## src/rtl/fpsc_regs.svh

```systemverilog
// Register indices, field positions, reset values and transition table
`ifndef FPSC_REGS_SVH
`define FPSC_REGS_SVH

// Word index; byte address is four times the index
`define FPSC_IDX_MODE 3'h1
`define FPSC_IDX_CONFIG 3'h3
`define FPSC_IDX_PROT 3'h4
`define FPSC_IDX_STATUS 3'h5
`define FPSC_IDX_CMD 3'h6

// command_status fields
`define FPSC_BIT_CBEF 7
`define FPSC_BIT_CCF 6
`define FPSC_BIT_VIOL 5
`define FPSC_BIT_AERR 4
`define FPSC_BIT_BLANK 2
`define FPSC_BIT_FAIL 1
`define FPSC_BIT_DONE 0

// flash_config fields
`define FPSC_BIT_BEIRQ 7
`define FPSC_BIT_CCIRQ 6

// protection_config fields
`define FPSC_BIT_OPEN 7
`define FPSC_BIT_HDIS 5
`define FPSC_BIT_LDIS 2
`define FPSC_MSK_HSIZE 8'h18
`define FPSC_MSK_LSIZE 8'h03

// Command code bits that exist; others read zero
`define FPSC_MSK_CMD 8'h65
`define FPSC_CMD_VERIFY 8'h05
`define FPSC_CMD_PROGRAM 8'h20
`define FPSC_CMD_SECTOR 8'h40
`define FPSC_CMD_MASS 8'h41

// Reset values
`define FPSC_RST_PROT 8'hFF
`define FPSC_RST_CONFIG 8'h00
`define FPSC_RST_CMD 8'h00

// Allowed targets per source scenario, bit n means scenario n
`define FPSC_ALLOW_0 8'h0F
`define FPSC_ALLOW_1 8'h0A
`define FPSC_ALLOW_2 8'h0C
`define FPSC_ALLOW_3 8'h08
`define FPSC_ALLOW_4 8'h18
`define FPSC_ALLOW_5 8'h3C
`define FPSC_ALLOW_6 8'h5A
`define FPSC_ALLOW_7 8'hFF

`endif

```

## src/rtl/fpsc_pkg.sv

```systemverilog
// Types shared by the flash protection and status controller
package fpsc_pkg;
    typedef enum logic [2:0]
    {
        SEQ_IDLE = 3'b001,
        SEQ_ADDR = 3'b010,
        SEQ_CMD = 3'b100
    } fpsc_seq_t;
    typedef logic [2:0] fpsc_scen_t;
    typedef logic [7:0] fpsc_byte_t;
endpackage

```

## src/rtl/fpsc_prot_if.sv

```systemverilog
// Scenario check signals between controller and transition checker
`timescale 1ns/1ps
`default_nettype none
interface fpsc_prot_if;
    import fpsc_pkg::*;
    fpsc_scen_t curIdx;
    fpsc_scen_t reqIdx;
    logic allowed;
    modport checker_side (input curIdx, input reqIdx, output allowed);
    modport user_side (output curIdx, output reqIdx, input allowed);
endinterface
`default_nettype wire

```

## src/rtl/fpsc_ctrl.sv

```systemverilog
// Flash command status and protection supervision with APB registers
`timescale 1ns/1ps
`default_nettype none
`include "fpsc_regs.svh"
//////////////////////////////////////////////////////////////////////////////
// Functional notes
// - Disallowed protection writes leave register unchanged
// - Scenarios 0..3 transitions follow fixed set
// - Scenarios 4..7 transitions follow fixed set
// - Protection register reads current scenario
// - Normal mode status bit access classes
// - Special mode exposes fail and done
// - Buffer empty clears only by writing one
// - Zero write mid-sequence aborts, sets access error
// - Buffer empty interrupt when flag and enable
// - Complete flag follows buffer and engine idle
// - Complete interrupt when flag and enable
// - Protected program/erase sets violation, write-one clears
// - Violation, access error or fail block launch
// - Sequence error, bad code, stop while complete flag low set error
// - Blank set by verify, cleared at launch
// - Special mode verify failure sets fail
// - Special mode done low while engine active
// - Size fields writable only while range disabled
// - Only four command codes are valid
module fpsc_ctrl #(
    parameter logic [7:0] PROT_RESET = `FPSC_RST_PROT
)
(
    input wire logic mclk,
    input wire logic resetn,
    input wire logic psel,
    input wire logic penable,
    input wire logic pwrite,
    input wire logic [4:0] paddr,
    input wire logic [31:0] pwdata,
    output logic [31:0] prdata,
    output logic pready,
    output logic pslverr,
    input wire logic arrayWrite,
    input wire logic arrayWriteProt,
    input wire logic stopReq,
    input wire logic cmdTaken,
    input wire logic engineActive,
    input wire logic verifyDone,
    input wire logic verifyBlank,
    output logic cmdLaunch,
    output fpsc_pkg::fpsc_byte_t cmdCode,
    output fpsc_pkg::fpsc_byte_t protConfig,
    output logic irqBufferEmpty,
    output logic irqComplete
);
    import fpsc_pkg::*;

    //////////////////////////////////////////////////////////////////////////
    // Bus decode: one wait state so read data comes from a flop
    logic ackd;
    logic next_ackd;
    logic access;
    logic mapped;
    logic wrEn;
    logic [2:0] idx;
    logic wrStat;
    logic wrProt;
    logic wrCfg;
    logic wrCmd;
    logic wrMode;
    fpsc_byte_t rdByte;
    logic [31:0] next_prdata;

    assign idx = paddr[4:2];
    assign access = psel && penable;
    assign mapped = (paddr[1:0] == 2'h0) && (idx == `FPSC_IDX_MODE ||
        idx == `FPSC_IDX_CONFIG || idx == `FPSC_IDX_PROT ||
        idx == `FPSC_IDX_STATUS || idx == `FPSC_IDX_CMD);
    assign pready = access && ackd;
    assign pslverr = pready && !mapped;
    assign wrEn = pready && pwrite && mapped;
    assign wrStat = wrEn && idx == `FPSC_IDX_STATUS;
    assign wrProt = wrEn && idx == `FPSC_IDX_PROT;
    assign wrCfg = wrEn && idx == `FPSC_IDX_CONFIG;
    assign wrCmd = wrEn && idx == `FPSC_IDX_CMD;
    assign wrMode = wrEn && idx == `FPSC_IDX_MODE;

    //////////////////////////////////////////////////////////////////////////
    // State
    fpsc_seq_t seq;
    fpsc_seq_t next_seq;
    logic cbef;
    logic next_cbef;
    logic ccf;
    logic next_ccf;
    logic viol;
    logic next_viol;
    logic access_error_flag;
    logic next_access_error_flag;
    logic blank;
    logic next_blank;
    logic fail;
    logic next_fail;
    logic next_launch;
    logic specialMode;
    logic next_specialMode;
    fpsc_byte_t cfgReg;
    fpsc_byte_t next_config;
    fpsc_byte_t next_cmdCode;
    fpsc_byte_t next_prot;
    fpsc_byte_t reqProt;
    fpsc_byte_t status;
    logic blocked;
    logic setAcc;
    logic setViol;
    logic validCode;

    fpsc_prot_if protChk ();

    fpsc_prot_check u_check
    (
        .chk(protChk)
    );

    assign protChk.curIdx = {protConfig[`FPSC_BIT_OPEN], protConfig[`FPSC_BIT_HDIS],
        protConfig[`FPSC_BIT_LDIS]};
    assign protChk.reqIdx = {reqProt[`FPSC_BIT_OPEN], reqProt[`FPSC_BIT_HDIS],
        reqProt[`FPSC_BIT_LDIS]};

    assign blocked = viol || access_error_flag || fail;
    assign irqBufferEmpty = cbef && cfgReg[`FPSC_BIT_BEIRQ];
    assign irqComplete = ccf && cfgReg[`FPSC_BIT_CCIRQ];

    always_comb
    begin
        validCode = 1'b0;
        case (pwdata[7:0] & `FPSC_MSK_CMD)
            `FPSC_CMD_VERIFY: validCode = 1'b1;
            `FPSC_CMD_PROGRAM: validCode = 1'b1;
            `FPSC_CMD_SECTOR: validCode = 1'b1;
            `FPSC_CMD_MASS: validCode = 1'b1;
            default: validCode = 1'b0;
        endcase
    end

    //////////////////////////////////////////////////////////////////////////
    // Protection: size bits pass only while their range is disabled
    always_comb
    begin
        reqProt = pwdata[7:0];
        if (!protConfig[`FPSC_BIT_HDIS])
        begin
            reqProt = (reqProt & ~`FPSC_MSK_HSIZE) | (protConfig & `FPSC_MSK_HSIZE);
        end
        if (!protConfig[`FPSC_BIT_LDIS])
        begin
            reqProt = (reqProt & ~`FPSC_MSK_LSIZE) | (protConfig & `FPSC_MSK_LSIZE);
        end
        next_prot = protConfig;
        if (wrProt && protChk.allowed)
        begin
            next_prot = reqProt;
        end
    end

    //////////////////////////////////////////////////////////////////////////
    // Command sequence and status flags
    always_comb
    begin
        next_seq = seq;
        next_cbef = cbef;
        next_blank = blank;
        next_launch = 1'b0;
        next_cmdCode = cmdCode;
        next_config = cfgReg;
        next_specialMode = specialMode;
        setAcc = 1'b0;
        setViol = 1'b0;
        if (wrCfg)
        begin
            next_config = pwdata[7:0] & 8'hC0;
        end
        if (wrMode)
        begin
            next_specialMode = pwdata[0];
        end
        case (seq)
            SEQ_IDLE:
            begin
                if (arrayWrite && arrayWriteProt)
                begin
                    setViol = 1'b1;
                end
                else if (arrayWrite && !blocked)
                begin
                    next_seq = SEQ_ADDR;
                end
                else if (wrCmd)
                begin
                    setAcc = 1'b1;
                end
            end
            SEQ_ADDR:
            begin
                if (arrayWrite)
                begin
                    setAcc = 1'b1;
                    next_seq = SEQ_IDLE;
                end
                else if (wrCmd && validCode)
                begin
                    next_cmdCode = pwdata[7:0] & `FPSC_MSK_CMD;
                    next_seq = SEQ_CMD;
                end
                else if (wrCmd)
                begin
                    setAcc = 1'b1;
                    next_seq = SEQ_IDLE;
                end
            end
            SEQ_CMD:
            begin
                if (arrayWrite || wrCmd)
                begin
                    setAcc = 1'b1;
                    next_seq = SEQ_IDLE;
                end
            end
            default: next_seq = SEQ_IDLE;
        endcase
        if (wrStat && seq != SEQ_IDLE)
        begin
            next_seq = SEQ_IDLE;
            if (pwdata[`FPSC_BIT_CBEF] && seq == SEQ_CMD && !blocked)
            begin
                next_cbef = 1'b0;
                next_blank = 1'b0;
                next_launch = 1'b1;
            end
            else if (!pwdata[`FPSC_BIT_CBEF] || seq != SEQ_CMD)
            begin
                setAcc = 1'b1;
            end
        end
        if (stopReq && !ccf)
        begin
            setAcc = 1'b1;
        end
        // Engine fetch wins over a launch in the same cycle
        if (cmdTaken)
        begin
            next_cbef = 1'b1;
        end
        if (verifyDone && verifyBlank)
        begin
            next_blank = 1'b1;
        end
        // Hardware sets win over write-one clears
        next_viol = (viol && !(wrStat && pwdata[`FPSC_BIT_VIOL])) || setViol;
        next_access_error_flag = (access_error_flag && !(wrStat && pwdata[`FPSC_BIT_AERR])) || setAcc;
        next_fail = (fail && !(wrStat && specialMode && pwdata[`FPSC_BIT_FAIL])) ||
            (verifyDone && !verifyBlank && specialMode);
        next_ccf = next_cbef && !engineActive;
    end

    //////////////////////////////////////////////////////////////////////////
    // Read data
    always_comb
    begin
        status = 8'h00;
        status[`FPSC_BIT_CBEF] = cbef;
        status[`FPSC_BIT_CCF] = ccf;
        status[`FPSC_BIT_VIOL] = viol;
        status[`FPSC_BIT_AERR] = access_error_flag;
        status[`FPSC_BIT_BLANK] = blank;
        if (specialMode)
        begin
            status[`FPSC_BIT_FAIL] = fail;
            status[`FPSC_BIT_DONE] = !engineActive;
        end
        case (idx)
            `FPSC_IDX_MODE: rdByte = {7'h00, specialMode};
            `FPSC_IDX_CONFIG: rdByte = cfgReg;
            `FPSC_IDX_PROT: rdByte = protConfig;
            `FPSC_IDX_STATUS: rdByte = status;
            `FPSC_IDX_CMD: rdByte = cmdCode;
            default: rdByte = 8'h00;
        endcase
        next_prdata = prdata;
        if (access && !ackd)
        begin
            next_prdata = (pwrite || !mapped) ? 32'h0000_0000 : {24'h00_0000, rdByte};
        end
        next_ackd = access && !ackd;
    end

    always_ff @(posedge mclk)
    begin
        if (!resetn)
        begin
            ackd <= 1'b0;
            prdata <= 32'h0000_0000;
            seq <= SEQ_IDLE;
            cbef <= 1'b1;
            ccf <= 1'b1;
            viol <= 1'b0;
            access_error_flag <= 1'b0;
            blank <= 1'b0;
            fail <= 1'b0;
            cmdLaunch <= 1'b0;
            cmdCode <= `FPSC_RST_CMD;
            cfgReg <= `FPSC_RST_CONFIG;
            specialMode <= 1'b0;
            protConfig <= PROT_RESET;
        end
        else
        begin
            ackd <= next_ackd;
            prdata <= next_prdata;
            seq <= next_seq;
            cbef <= next_cbef;
            ccf <= next_ccf;
            viol <= next_viol;
            access_error_flag <= next_access_error_flag;
            blank <= next_blank;
            fail <= next_fail;
            cmdLaunch <= next_launch;
            cmdCode <= next_cmdCode;
            cfgReg <= next_config;
            specialMode <= next_specialMode;
            protConfig <= next_prot;
        end
    end
endmodule
`default_nettype wire

```

## src/rtl/fpsc_prot_check.sv

```systemverilog
// Protection scenario transition checker
`timescale 1ns/1ps
`default_nettype none
`include "fpsc_regs.svh"
module fpsc_prot_check
(
    fpsc_prot_if.checker_side chk
);
    import fpsc_pkg::*;
    fpsc_byte_t row;

    always_comb
    begin
        case (chk.curIdx)
            3'd0: row = `FPSC_ALLOW_0;
            3'd1: row = `FPSC_ALLOW_1;
            3'd2: row = `FPSC_ALLOW_2;
            3'd3: row = `FPSC_ALLOW_3;
            3'd4: row = `FPSC_ALLOW_4;
            3'd5: row = `FPSC_ALLOW_5;
            3'd6: row = `FPSC_ALLOW_6;
            3'd7: row = `FPSC_ALLOW_7;
            default: row = 8'h00;
        endcase
    end

    // Protection may only grow, except from the open scenario
    assign chk.allowed = row[chk.reqIdx];
endmodule
`default_nettype wire

```

## config.mk

```make
export PLATFORM = sky130hd
export DESIGN_NAME = fpsc_ctrl
export DESIGN_NICKNAME = d
export VERILOG_FILES = /design/src/rtl/fpsc_pkg.sv /design/src/rtl/fpsc_prot_if.sv /design/src/rtl/fpsc_ctrl.sv /design/src/rtl/fpsc_prot_check.sv
export VERILOG_INCLUDE_DIRS = /design/src /design/src/rtl
export SDC_FILE = /design/constraint.sdc
export NUM_CORES = 1
export LEC_CHECK = 0
export BUFFER_PORTS_ARGS = -buffer_cell sky130_fd_sc_hd__buf_2
export CORE_ASPECT_RATIO = 2
export CORE_UTILIZATION = 41
export CTS_CLUSTER_SIZE = 16
export DETAILED_ROUTE_END_ITERATION = 6
export PLACE_DENSITY = 0.86
export SLEW_MARGIN = 20
export SYNTH_ARGS = -nofsm -noshare
export SYNTH_HDL_FRONTEND = slang
export SYNTH_HIERARCHICAL = 1
export SYNTH_SLANG_ARGS = --single-unit
```

## constraint.sdc

```tcl
create_clock -name mclk -period 2 [get_ports mclk]
set_input_delay 0.1 -clock mclk [delete_from_list [all_inputs] [get_ports mclk]]
set_output_delay 0.1 -clock mclk [all_outputs]
set_load 0.01 [all_outputs]
```

# Word-level counts from Yosys, hierarchy flattened
# Memory sizes are Yosys's and may differ from the RTL's. A register that Yosys moved wholly into a read port is not among the register bits.
# Cells that the tools add are included.
[totals] register_bits=58 romBits=56 in_bits=49 out_inout_bits=53 n_memories=1
[mem_list] name="(no name shown)" depth=8 word_bits=7 read_ports=1 rd_ports_with_merged_regs=1 wr=0 line_no="fpsc_prot_check.sv:14" text="case (chk.curIdx)"
[op_classes] magnitude_cmp=1 n_eq_ne=18 n_mux=37 n_bitwise=4 reduce_logical=64
[ops] operator="$pmux W8 S5" n=1
[ops] operator="$logic_and A1 B1 Y1" n=33
[ops] operator="$mux W3" n=8
[ops] operator="$mux W8" n=3
[ops] operator="$mux W1" n=21
[ops] operator="$eq A3 B3 Y1 const B" n=4
[ops] operator="$logic_or A1 B1 Y1" n=12
[ops] operator="$logic_not A1 Y1" n=10
[ops] operator="$pmux W3 S3" n=1
[ops] operator="$eq A4 B4 Y1 const B" n=2
[ops] operator="$or A8 B2 Y8" n=1
[ops] operator="$or A8 B5 Y8" n=1
[ops] operator="$eq A3 B1 Y1 const B" n=2
[ops] operator="$eq A3 B2 Y1 const B" n=2
[ops] operator="$ne A2 B2 Y1 const B" n=3
[ops] operator="$eq A4 B2 Y1 const B" n=1
[ops] operator="$eq A4 B3 Y1 const B" n=1
[ops] operator="$lt A3 B4 Y1 const B" n=1
[ops] operator="$ne A4 B4 Y1 const B" n=1
[ops] operator="$reduce_and A2 Y1" n=2
[ops] operator="$reduce_and A4 Y1" n=1
[ops] operator="$reduce_bool A2 Y1" n=2
[ops] operator="$reduce_or A4 Y1" n=1
[ops] operator="$bmux W1 S3" n=1
[ops] operator="8 further kinds" n=9

# Logic depth before layout (Yosys ltp)
[logic_depth] depth_word=17 mapped_depth=10

# By module
# Netlist, hierarchy kept.
[modules_own_cells] mod="fpsc_ctrl" instances=1 cells_each=235 area_per_inst_um2=1928.1 seq_area_each_um2=680.7
[modules_own_cells] mod="fpsc_prot_check" instances=1 cells_each=14 area_per_inst_um2=112.6 seq_area_each_um2=0.0

# Worst setup path after synthesis
# Ideal clock, no wire load.
[synth_path] path_kind="reg2reg" startpoint="reg, netlist name protConfig[7]" endpoint="reg protConfig[2]" t_arrival_ps=1914 t_required_ps=1872 path_slack_ps=-42 stages_incl_launch_ff=10 n_path_buf=0 cell_sequence="dfxtp_1 ha_1 nor2b_1 nor3_1 o32a_1 nor2_1 nand4bb_1 nor3_4 mux2i_1 nand2_1"
[synth_lines] item="end signal, assigned" line_no="fpsc_ctrl.sv:328" text="protConfig <= next_prot;"
[synth_lines] item="end, declared" line_no="fpsc_ctrl.sv:49" text="output fpsc_pkg::fpsc_byte_t protConfig,"

==> metrics.yaml <==
yosys:
  synth.avg_cell_area_um2: 8.20
  synth_cells: 249
  seq_area_frac_synth: 0.334
  netlist_area_um2: 2040
  synth_simple_gate_area_share: 0.299
  synth_ff_type: "dfxtp_1"
  ys.warnings.count: 6
  ys_types: 51
  synth_compound_area_frac: 0.133
  netlist.top_cell.by_area: "dfxtp_1"
  ys_ff_latch: 34
  async_flop_share: 0
  synth_xor_area_frac: 0
  synthAdderAreaFrac: 0.0123
  synth_mux_area_frac: 0.0846
  synth_top_family_by_area: "simple AND/OR/NAND/NOR gates"
  synth_edf_count: 0
  synth_top_cell_area_share: 0.334
  synthTopCellsByArea: "dfxtp_1, buf_4, mux2i_1"
sta:
  fin_tns_setup_ns: -0.234
  slew-limit-headroom: 0.537
  clock.fmax_ghz: 0.485
  hold_viol_final: 0
  rsz0062_at_grt: "true"
  layout_setup_ws_ns: -0.0608
  holdWs_ns: 0.0175
  tightest_slew_ns: 0.693
  period_minus_slack_ns: 2.06
  finalSetupViolCount: 5
  fin_skew_ns: 0.0125
  drv_slew: 0
  period_share: 1.03
clocking:
  cts_max_level: 2
  clock-sinks: 34
  postCtsSetupBuffers: 0
  clock_latency_ns: 0.30
  cts_hold_buf: 0
  clk_path_buf_depth: 2
  cts_tree: "done"
  numCtsBuffers: 5
  cts.clk_slew.worst_paths_ns: 0.07
  cts_root_buf: "clkbuf_8"
placed_design:
  gp_congestion: 0.924
  pre_cts_slack_ns: -0.00452
  placed_cells: 349
  place_hpwl_um: 4000
  port_buffers: 49
critical_path:
  reg2reg_from: "protConfig[7]$_SDFFE_PN1P_"
  cpMostUsedCell: "mux2i_1"
  path_delay_family: "simple AND/OR/NAND/NOR gates"
  path_max_fanout: 7
  path_cells: "ha_4, mux2i_1, o211ai_1, a41oi_1, nor2_1, nand4bb_1, nor3_4, clkbuf_16, mux2i_1, nand2_1"
  crit_type: "reg -> reg"
  critical_path_arrival_ns: 2.23
  critPathRequiredTime_ns: 2.17
  regToRegSetupSlack_ns: -0.06
  crit_buf_inv: 1
  worstSetupStartpoint: "protConfig[7]$_SDFFE_PN1P_"
  cp_slowest_cell: "dfxtp_4"
  cpPeakStageDelay_ns: 0.41
  start_kind: "flip-flop"
  worstSetupEndpointType: "flip-flop"
hold_path:
  hp-class: "in -> reg"
  hp-start: "cmdTaken"
power:
  p_sw_frac: 0.245
  clkPwrFrac: 0.471
  p_seq_frac: 0.420
  p_comb_frac: 0.110
  power.switching_mw: 0.405
  p_int_mw: 1.25
  peakVddDrop_mv: 0.628
  p_leak_nw: 1.12
  cellPowerDensity_nw_per_um2: 666
global_routing:
  grt_max_degree: 23
  antenna_found_initial: 0
  grt_pass1_vias: 1791
  grt_remaining_overflow: 0
  grt_pass1_wl_um: 8290
  grtUsageTotal: 0.214
status:
  status: "complete, but fails checks"
  violations: "setup timing"
routing:
  drt_first_pass_iters: 5
  wl_met1_um: 1960
  drc_errors: 0
  wl_met3_um: 321
  post_drt_wl_per_cell_um: 15.6
  vias: 1983
  finalWirelength_um: 5580
  first_iter_violations: 82
  met2WireLength_um: 2960
  top_layer: "met4"
  ant_nets: 0
  vias_per_cell: 5.54
floorplan:
  die_h_um: 102
  ios: 102
  die-width_um: 51.9
  die_area_um2: 5280
  coreArea_um2: 4820
  std_cell_rows: 36
  initial_core_util: 0.423
finish:
  fin_cells: 358
  fin_nets: 351
  fin_util: 0.514
  num_antenna_cells: 0
  drive_above_1_share: 0.286
  syn_to_final_growth_pct: 21.5
  nFillCells: 445
job:
  drv_cap: 0
==> logic make-up (layout without fill, tap and decap cells) <==
logic type                 Yosys count  in the layout
and+or+nand+nor                    110            110
buffers and inverters               43             68
AOI/OAI and AO/OA                   42             42
DFF                                 34             34
muxes                               17             17
adders and majority gates            2              2
other                                1             28
==> Yosys cell counts, drive strengths merged, types with 2 or more instances <==
library cell / n
nand2b: 4
mux2i: 15
nor4: 2
nor2: 23
a31oi: 2
a211oi: 2
nor2b: 3
nor3b: 3
nor3: 9
ha: 2
buf: 31
clkbuf: 6
a21oi: 11
or3b: 2
nand3b: 3
and2: 4
or2: 2
and3b: 2
o21ai: 10
inv: 6
o22ai: 2
a32oi: 2
dfxtp: 34
a2bb2oi: 2
nand3: 14
a22oi: 3
nand4: 3
mux2: 2
nand2: 30
==> state kept, by name (all words and copies together) (netlist names) <==
name and count:
cfgReg 2, access_error_flag 1, protConfig 8, viol 1, specialMode 1, blank 1, cmdLaunch 1, fail 1
cmdCode 4, seq 3, cbef 1, ackd 1, prdata 8, ccf 1
==> worst reg2reg max path, delay by kind of cell, from the launching register on <==
kind / cells / cell delay, ns
simple gates: 4 / 0.58
flops: 1 / 0.41
compound gates: 2 / 0.36
mux: 2 / 0.26
buf+inv: 1 / 0.20
fa+ha+maj: 1 / 0.14
==> metal layers <==
metal / vias up / GRT usage
li1: 926 / -
met1: 919 / 0.214
met2: 110 / 0.383
met3: 28 / 0.0330
met4: 0 / 0.148
met5: - / 0
==> area by class of cell <==
class	count	area (um2)	area share
Sequential cell	34	687	0.277
Clock buffer	5	68.8	0.0278
Timing Repair Buffer	54	313	0.126
Tap cell	57	71.3	0.0288
Clock inverter	3	68.8	0.0278
Inverter	6	22.5	0.00909
Multi-Input combinational cell	199	1250	0.503
==> power by group through the flow <==
| stage | Sequential [mW] | Clock [mW] | Combinational, mW |
|---|---|---|---|
| finish | 0.693 | 0.777 | 0.181 |
| global route | 0.694 | 0.804 | 0.201 |
| CTS | 0.692 | 0.775 | 0.174 |
| detailed placement | 0.710 | 0 | 0.173 |
| global placement | 0.709 | 0 | 0.170 |
| floorplan | 0.707 | 0 | 0.155 |
==> through the flow <==
stage | area [um2] | total power [mW]
global route | 2480 | 1.70
finish | 2480 | 1.65
floorplan | 2150 | 0.863
CTS | 2390 | 1.64
global placement | 2250 | 0.879
detailed placement | 2250 | 0.882
==> path summary, 6_finish.rpt <==
kind | depth (start not counted) | end
worst max register to register | 10 | protConfig[5]$_SDFFE_PN1P_
worst max-delay path | 10 | protConfig[5]$_SDFFE_PN1P_
worst min-delay path | 3 | cbef$_SDFF_PN1_
worst min register to register | 2 | prdata[2]$_SDFFE_PN0P_
==> layout by cell type (no fill, tap or decap), drive strengths merged, types with 3 or more instances in the layout <==
master   n
nand2   30
o21ai   10
nand3   14
dfxtp   34
nand4    3
and2     4
mux2i   15
nand3b   3
inv      6
clkbuf   6
a22oi    3
nor2b    3
nor3     9
a21oi   11
nor3b    3
nand2b   4
nor2    23
conb    28
buf     53
==> timing repair <==
| action | 4_1_cts | 5_1_grt |
|---|---|---|
| pin swaps | 1 | 4 |
| gates cloned | 0 | 1 |
| resized for setup | 1 | 12 |
| setup endpoints to repair | 5 | 8 |
Note: power is estimated with default switching activity, not from simulation.
